### config.mk
export PLATFORM = sky130hd
export DESIGN_NAME = omwc_top
export DESIGN_NICKNAME = d
export VERILOG_FILES = /design/src/core/omwc_top.v
export VERILOG_INCLUDE_DIRS = /design/src /design/src/core
export SDC_FILE = /design/constraint.sdc
export NUM_CORES = 1
export LEC_CHECK = 0
export BUFFER_PORTS_ARGS = -buffer_cell sky130_fd_sc_hd__buf_4
export CORE_MARGIN = 10
export CORE_UTILIZATION = 57
export DETAILED_ROUTE_END_ITERATION = 8
export PLACE_DENSITY_LB_ADDON = 0.1
export REMOVE_ABC_BUFFERS = 1
export SYNTH_ARGS = -nofsm -noshare
export SYNTH_HDL_FRONTEND = slang
export SYNTH_SLANG_ARGS = --single-unit
### constraint.sdc
create_clock -name CLK -period 4.5 [get_ports CLK]
set_clock_uncertainty 0.2 [all_clocks]
set_input_delay 0.9 -clock CLK [delete_from_list [all_inputs] [get_ports CLK]]
set_output_delay 0.9 -clock CLK [all_outputs]
set_load 0.05 [all_outputs]
### src/core/omwc_defines.vh
// Constants for the operating mode and wake-up controller.
`ifndef OMWC_DEFINES_VH
`define OMWC_DEFINES_VH

// ----------------------------------------------------------------------------
// Register map, byte addresses on the Avalon-MM word bus
// ----------------------------------------------------------------------------
`define OMWC_ADDR_W         4
`define OMWC_OFF_POWER_CONTROL_REG       4'h0
`define OMWC_OFF_CFG        4'h4
`define OMWC_OFF_STATUS     4'h8

// ----------------------------------------------------------------------------
// Field positions
// ----------------------------------------------------------------------------
`define OMWC_PC_IDLE        0
`define OMWC_PC_STOP        1
`define OMWC_PC_GF0         2
`define OMWC_CFG_XOSC       0
`define OMWC_CFG_WDT_ON     1

// ----------------------------------------------------------------------------
// Modes and warm-up counts
// ----------------------------------------------------------------------------
`define OMWC_MODE_NORMAL    2'h0
`define OMWC_MODE_IDLE      2'h1
`define OMWC_MODE_STOP      2'h2
`define OMWC_MODE_WARM      2'h3
`define OMWC_FAST_RC_CLKS   12'h040
`define OMWC_XOSC_CLKS      12'h800
`define OMWC_SLOW_CLKS      3'h5

`endif

### src/core/omwc_top.v
// Operating mode and wake-up controller with Avalon-MM register access.
//
// The register offsets and register access over Avalon-MM were left to the implementer.
`timescale 1ns/1ns
`include "omwc_defines.vh"

module omwc_top #(
  parameter P0_W   = 8,
  parameter IRQ_W  = 8
) (
  input  wire              CLK,
  input  wire              RST_N,
  input  wire              CE,
  input  wire [3:0]        AVS_ADDRESS,
  input  wire              AVS_READ,
  input  wire              AVS_WRITE,
  input  wire [31:0]       AVS_WRITEDATA,
  input  wire [3:0]        AVS_BYTEENABLE,
  output wire [31:0]       AVS_READDATA,
  output wire              AVS_WAITREQUEST,
  input  wire [P0_W-1:0]   PORT_ZERO_PINS,
  input  wire [IRQ_W-1:0]  IRQ_FLAGS,
  input  wire [IRQ_W-1:0]  IRQ_ENABLES,
  input  wire              GLOBAL_IRQ_ENABLE,
  input  wire              SLOW_CLK_TICK,
  output wire              CPU_CLK_EN,
  output wire              PERIPH_CLK_EN,
  output wire              IRQ_LOGIC_EN,
  output wire              FAST_RC_OSC_EN,
  output wire              SLOW_RC_OSC_EN,
  output wire              SYSCLK_FROM_FAST,
  output wire              REGULATOR_ON,
  output wire [1:0]        MODE
);

  // --------------------------------------------------------------------------
  // Mode encodings
  // --------------------------------------------------------------------------
  localparam [1:0] ST_NORMAL = `OMWC_MODE_NORMAL;
  localparam [1:0] ST_IDLE   = `OMWC_MODE_IDLE;
  localparam [1:0] ST_STOP   = `OMWC_MODE_STOP;
  localparam [1:0] ST_WARM   = `OMWC_MODE_WARM;

  // Mode decode used by the clock and power controls; the sequencer uses its own case.
  function mode_is;
    input [1:0] m;
    input [1:0] s;
    begin
      mode_is = (m == s);
    end
  endfunction

  // --------------------------------------------------------------------------
  // Input synchronisers
  // --------------------------------------------------------------------------
  reg  [P0_W-1:0]   p0_s1_q;
  reg  [P0_W-1:0]   p0_s2_q;
  reg  [P0_W-1:0]   p0_prev_q;
  reg  [IRQ_W-1:0]  irq_s1_q;
  reg  [IRQ_W-1:0]  irq_s2_q;
  reg  [IRQ_W-1:0]  ien_s1_q;
  reg  [IRQ_W-1:0]  ien_s2_q;
  reg  [1:0]        gie_q;
  reg  [2:0]        slow_q;

  // Every pin and interrupt input passes two flip-flops before any logic
  // reads it, and all of them freeze while the clock enable is low.
  always @(posedge CLK or negedge RST_N)
  begin
    if (!RST_N)
    begin
      p0_s1_q   <= {P0_W{1'b0}};
      p0_s2_q   <= {P0_W{1'b0}};
      p0_prev_q <= {P0_W{1'b0}};
      irq_s1_q  <= {IRQ_W{1'b0}};
      irq_s2_q  <= {IRQ_W{1'b0}};
      ien_s1_q  <= {IRQ_W{1'b0}};
      ien_s2_q  <= {IRQ_W{1'b0}};
      gie_q     <= 2'h0;
      slow_q    <= 3'h0;
    end
    else if (CE)
    begin
      p0_s1_q   <= PORT_ZERO_PINS;
      p0_s2_q   <= p0_s1_q;
      p0_prev_q <= p0_s2_q;
      irq_s1_q  <= IRQ_FLAGS;
      irq_s2_q  <= irq_s1_q;
      ien_s1_q  <= IRQ_ENABLES;
      ien_s2_q  <= ien_s1_q;
      gie_q     <= {gie_q[0], GLOBAL_IRQ_ENABLE};
      slow_q    <= {slow_q[1:0], SLOW_CLK_TICK};
    end
  end

  // --------------------------------------------------------------------------
  // Wake detection
  // --------------------------------------------------------------------------
  // Edges are armed only once the stage behind the synchroniser holds a real
  // pin level, so a pin that idles high gives no false wake after reset.
  reg  [2:0]        p0_arm_q;
  wire              p0_armed;
  wire [P0_W-1:0]   p0_edge;
  wire [IRQ_W-1:0]  irq_pend;
  wire              p0_change;
  wire              irq_wake;
  wire              slow_tick;
  genvar            gi;
  genvar            gj;

  generate
    for (gi = 0; gi < P0_W; gi = gi + 1)
    begin : g_p0_edge
      assign p0_edge[gi] = p0_s2_q[gi] ^ p0_prev_q[gi];
    end
  endgenerate

  generate
    for (gj = 0; gj < IRQ_W; gj = gj + 1)
    begin : g_irq_pend
      assign irq_pend[gj] = irq_s2_q[gj] & ien_s2_q[gj];
    end
  endgenerate

  assign p0_armed  = p0_arm_q[2];
  assign p0_change = p0_armed && (|p0_edge);
  assign irq_wake  = gie_q[1] && (|irq_pend);
  // Rising edges of the slow oscillator, read after its synchroniser.
  assign slow_tick = slow_q[1] && !slow_q[2];

  // --------------------------------------------------------------------------
  // Register bus
  // --------------------------------------------------------------------------
  reg  [1:0]        mode_q;
  reg               idle_bit_q;
  reg               stop_bit_q;
  reg               gf0_q;
  reg               xosc_q;
  reg               wdt_on_q;
  reg  [31:0]       rdata_q;
  reg               rvalid_q;
  reg               wake_irq_q;
  reg               wake_p0_q;
  wire              wr;
  wire              rd;
  wire [31:0]       rdata_d;

  // Offset match used by the read mux and both write decoders.
  function sel;
    input [3:0] a;
    input [3:0] off;
    begin
      sel = (a == off);
    end
  endfunction

  // A write lands only when the low byte lane is enabled.
  assign wr = AVS_WRITE && CE && AVS_BYTEENABLE[0];
  assign rd = AVS_READ && CE && !rvalid_q;
  // Reads take one cycle; writes are accepted at once while the clock enable
  // is high, and are held off while it is low so that none is lost.
  assign AVS_WAITREQUEST = (AVS_READ && !rvalid_q) || (AVS_WRITE && !CE);
  assign AVS_READDATA    = rdata_q;

  // Unmapped offsets read as zero.
  assign rdata_d = sel(AVS_ADDRESS, `OMWC_OFF_POWER_CONTROL_REG)   ? {29'h0, gf0_q, stop_bit_q, idle_bit_q} :
                   sel(AVS_ADDRESS, `OMWC_OFF_CFG)    ? {30'h0, wdt_on_q, xosc_q} :
                   sel(AVS_ADDRESS, `OMWC_OFF_STATUS) ? {28'h0, wake_p0_q, wake_irq_q, mode_q} :
                   32'h0;

  always @(posedge CLK or negedge RST_N)
  begin
    if (!RST_N)
    begin
      rdata_q  <= 32'h0;
      rvalid_q <= 1'b0;
    end
    else if (CE)
    begin
      rvalid_q <= rd;
      if (rd)
        rdata_q <= rdata_d;
    end
  end

  // --------------------------------------------------------------------------
  // Mode sequencer
  // --------------------------------------------------------------------------
  reg  [11:0]       fast_cnt_q;
  reg  [2:0]        slow_cnt_q;
  wire              pc_wr;
  wire              req_idle;
  wire              req_stop;
  wire [11:0]       warm_clks;
  wire              fast_done;
  wire              slow_done;

  assign pc_wr     = wr && sel(AVS_ADDRESS, `OMWC_OFF_POWER_CONTROL_REG);
  assign req_stop  = pc_wr && AVS_WRITEDATA[`OMWC_PC_STOP];
  assign req_idle  = pc_wr && AVS_WRITEDATA[`OMWC_PC_IDLE];
  assign warm_clks = xosc_q ? `OMWC_XOSC_CLKS : `OMWC_FAST_RC_CLKS;
  // Warm-up ends only when the fast count and then the slow ticks are both in.
  assign fast_done = (fast_cnt_q == warm_clks);
  assign slow_done = (slow_cnt_q == `OMWC_SLOW_CLKS);

  always @(posedge CLK or negedge RST_N)
  begin
    if (!RST_N)
    begin
      mode_q     <= `OMWC_MODE_NORMAL;
      idle_bit_q <= 1'b0;
      stop_bit_q <= 1'b0;
      gf0_q      <= 1'b0;
      xosc_q     <= 1'b0;
      wdt_on_q   <= 1'b0;
      fast_cnt_q <= 12'h0;
      slow_cnt_q <= 3'h0;
      wake_irq_q <= 1'b0;
      wake_p0_q  <= 1'b0;
      p0_arm_q   <= 3'h0;
    end
    else if (CE)
    begin
      p0_arm_q <= {p0_arm_q[1:0], 1'b1};
      if (wr && sel(AVS_ADDRESS, `OMWC_OFF_CFG))
      begin
        xosc_q   <= AVS_WRITEDATA[`OMWC_CFG_XOSC];
        wdt_on_q <= AVS_WRITEDATA[`OMWC_CFG_WDT_ON];
      end
      if (pc_wr)
        gf0_q <= AVS_WRITEDATA[`OMWC_PC_GF0];
      case (mode_q)
        ST_NORMAL:
        begin
          if (p0_change || irq_wake)
          begin
            // Wake wins over a request made in the same cycle.
            idle_bit_q <= 1'b0;
            stop_bit_q <= 1'b0;
            wake_p0_q  <= p0_change;
            wake_irq_q <= irq_wake && !p0_change;
          end
          // A stop request wins when both request bits are written as one.
          else if (req_stop)
          begin
            stop_bit_q <= 1'b1;
            mode_q     <= `OMWC_MODE_STOP;
          end
          else if (req_idle)
          begin
            idle_bit_q <= 1'b1;
            mode_q     <= `OMWC_MODE_IDLE;
          end
        end
        ST_IDLE:
        begin
          // The idle request bit is cleared on wake so the CPU resumes in normal mode.
          if (p0_change || irq_wake)
          begin
            idle_bit_q <= 1'b0;
            mode_q     <= `OMWC_MODE_NORMAL;
            wake_p0_q  <= p0_change;
            wake_irq_q <= irq_wake && !p0_change;
          end
        end
        ST_STOP:
        begin
          // Interrupt logic is off here, so only a pin change restarts the clocks.
          if (p0_change)
          begin
            fast_cnt_q <= 12'h0;
            slow_cnt_q <= 3'h0;
            wake_p0_q  <= 1'b1;
            wake_irq_q <= 1'b0;
            mode_q     <= `OMWC_MODE_WARM;
          end
        end
        ST_WARM:
        begin
          // Fast clocks are counted first, then slow oscillator ticks.
          if (!fast_done)
            fast_cnt_q <= fast_cnt_q + 12'h1;
          else if (!slow_done)
          begin
            if (slow_tick)
              slow_cnt_q <= slow_cnt_q + 3'h1;
          end
          else
          begin
            stop_bit_q <= 1'b0;
            mode_q     <= `OMWC_MODE_NORMAL;
          end
        end
        default:
          mode_q <= `OMWC_MODE_NORMAL;
      endcase
    end
  end

  // --------------------------------------------------------------------------
  // Clock and power controls
  // --------------------------------------------------------------------------
  wire in_normal;
  wire in_stop;
  wire in_warm;

  assign in_normal        = mode_is(mode_q, ST_NORMAL);
  assign in_stop          = mode_is(mode_q, ST_STOP);
  assign in_warm          = mode_is(mode_q, ST_WARM);
  assign CPU_CLK_EN       = in_normal;
  // Peripherals stay gated until the oscillators have finished warming up.
  assign PERIPH_CLK_EN    = !in_stop && !in_warm;
  assign IRQ_LOGIC_EN     = PERIPH_CLK_EN;
  assign FAST_RC_OSC_EN   = !in_stop;
  // The slow oscillator keeps running in stop only for an always-on watchdog.
  assign SLOW_RC_OSC_EN   = !in_stop || wdt_on_q;
  // Only the fast oscillator can clock the system in this block.
  assign SYSCLK_FROM_FAST = 1'b1;
  assign REGULATOR_ON     = 1'b1;
  assign MODE             = mode_q;

endmodule

==> impl_metrics.ini <==
[place]
port_buffers = 50
routabilityCongestion = 0.862
dp_cells = 506
dp_hpwl_um = 5780

[sta]
fmax_mhz = 291
setup_tns_ps = 0
report.final.slew_viol_count = 0
hold_viol_final = 0
rsz0062_at_grt = false
slew_headroom_pct = 43.9
fin_crit_sh_pct = 76.3
setup_violations = 0
tightest_slew_ps = 841
min_period_ps = 3430

[final_layout]
n_fill_cell = 625
drive_above_1_share_pct = 34.3
final_cell_mix = dfrtp_1, mux2_2, buf_4
final_common_cell = dfrtp_1
syn2layout_area_growth_pct = 11.7
stdcell_count = 522
diodes = 0
nNetsFinal = 495

[clocking]
cts_hold_buf = 0
cts_tree = yes
clock_latency_ps = 350
cts.sinks = 93
cts_resized = 0
clkTransAtPathRegs_ps = 100
h-tree-depth = 3
numCtsBuffers = 9
cts_root_buf = clkbuf_8
post_cts_buffers = 0
cts_buffer_depth = 2

[critical_path]
required_ps = 3400
start_kind = flop
crit_arrival_ps = 2330
cp_max_fo = 14
end_kind = primary output
critPathKind = flop to primary output

[drt]
highest-signal-layer = met4
remaining_drc_errors = 0
wl_met1_um = 3430
vias = 2850
wl_met3_um = 538
drt_wl_total_um = 7860
wl_per_cell_um = 15.1
dr.pass1.iters = 4
drtAntennaViolNets = 0
vias_per_cell = 5.46
drtIter0Drc = 123
dr_wl_met2_um = 3790

[power_and_ir_drop]
pwr_density_cell_mw_per_mm2 = 409
leakagePower_nw = 2.20
ir_drop_mv = 0.223

[global_route]
grt_overflow = 0
grt_pass1_vias = 2838
antenna_found_initial = 0
grt_max_degree = 70
grtUsageTotal_pct = 13.8
grt_pass1_wl_um = 13100

[synth]
synth-edff-count = 0
synth_top_family_by_area = multiplexers
synthAdderAreaFrac_pct = 2.51
yosysUniqueCellTypes = 55
ys.flop_type = dfrtp_1
synthTopCellsByArea = dfrtp_1, mux2_2, buf_4
ys_ff_latch = 93
synth_top_cell_area_share_pct = 51.9
syn_inst = 367
yosys.area_share.simple_pct = 9.46
postSynth.asyncResetShare_pct = 100
synth_top_cell_by_area = dfrtp_1
syn_area_per_cell_sq_um = 12.2
synth_compound_area_share_pct = 8.12
synthXorXnorAreaFrac_pct = 2.15
yosys-mux-area-fraction_pct = 18.4
yosysWarnings = 0
ys_seq_area_share_pct = 51.9
synth_area_sq_mm = 0.00448

[die]
fp.dieH_um = 109
die_area_sq_mm = 0.0118
io_pins = 113
core_sq_mm = 0.00769
row_count = 32
start_util_pct = 58.3
die_w_um = 109

[outcome]
status = finished clean

[run]
maxCapViolations = 0

[hold_path]
hold_path_class = flop to flop
## path summary, 6_finish.rpt
path / startpoint / endpoint / slack (ps) / depth (start not counted)
max: MODE[0] / PERIPH_CLK_EN / 1070 / 4
min: p0_arm_q[0] / p0_arm_q[0] / 280 / 1
max reg2reg: MODE[0] / fast_cnt_q[7] / 1760 / 6
min reg2reg: p0_arm_q[0] / p0_arm_q[0] / 280 / 1
max in group asynchronous: RST_N / fast_cnt_q[11] / 2800 / 2
min in group asynchronous: RST_N / AVS_READDATA[2] / 440 / 1
## synth_stat cells (all sizes together) (2+ instances only)
library cell  count
and2              2
nand3b            3
nor2              8
mux2i             5
a21oi             6
nor3              4
conb              2
a22oi             4
a2111o            2
a211oi            4
nor4              2
nand2b            2
dfrtp            93
a21o              2
nand3             9
xnor2            11
or3               5
mux2             69
inv               9
nand4             6
buf              39
and3              3
clkbuf            5
nand2            18
o221ai            2
ha                9
a32o              2
o21ai            19
a22o              4
## flip-flops by register name, indices dropped and copies added (netlist names), 3 cells and up
| register | flops |
|---|---|
| fast_cnt_q | 12 |
| ien_s1_q | 8 |
| ien_s2_q | 8 |
| irq_s1_q | 8 |
| irq_s2_q | 8 |
| p0_prev_q | 8 |
| p0_s1_q | 8 |
| p0_s2_q | 8 |
| AVS_READDATA | 4 |
| p0_arm_q | 3 |
| slow_cnt_q | 3 |
| slow_q | 3 |
## logic make-up after synthesis
| family | count (synthesis) |
|---|---|
| and+or+nand+nor | 72 |
| AOI/OAI and AO/OA | 52 |
| DFF | 93 |
| buffers and inverters | 54 |
| muxes | 74 |
| xor gates and xnor gates | 11 |
| adders and majority gates | 9 |
| other | 2 |
## routing by layer
| metal | GRT usage (%) | vias up |
|---|---|---|
| met5 | 0 | - |
| met4 | 6.21 | 0 |
| met3 | 3.95 | 9 |
| met2 | 21.9 | 64 |
| met1 | 17.1 | 1427 |
| li1 | - | 1350 |
## stage by stage
stage	instance area, sq um	util [%]	total power, mW	setup WS, ps	hold slack [ps]
global placement	4830	62.8	1.54	1520	247
global route	5010	65.2	2.17	955	296
CTS	5010	65.2	2.08	1060	287
detailed placement	4830	62.8	1.56	1450	263
finish	5010	65.2	2.05	1070	280
floorplan	4300	-	1.40	643	231
## report_power, final
part / total (mW) / switching, mW / internal [mW]
Clock: 0.517 / 0.293 / 0.224
Combinational: 0.483 / 0.267 / 0.215
Sequential: 1.05 / 0.0970 / 0.955
Total: 2.05 / 0.657 / 1.39
## worst max-delay path, stage by stage (launching register included)
cell and delay (ps):
dfrtp_1 490, inv_1 140, ha_1 420, nor2_1 610
buf_4 320
## area by class of cell
| cell class | count | area, sq um | area share [%] |
|---|---|---|---|
| Inverter | 10 | 37.5 | 0.749 |
| Clock inverter | 5 | 42.5 | 0.849 |
| Clock buffer | 11 | 141 | 2.82 |
| Timing Repair Buffer | 53 | 398 | 7.94 |
| Multi-Input combinational cell | 248 | 1940 | 38.7 |
| Tap cell | 102 | 128 | 2.55 |
| Sequential cell | 93 | 2330 | 46.4 |
Note: power is estimated with default switching activity, not from simulation.
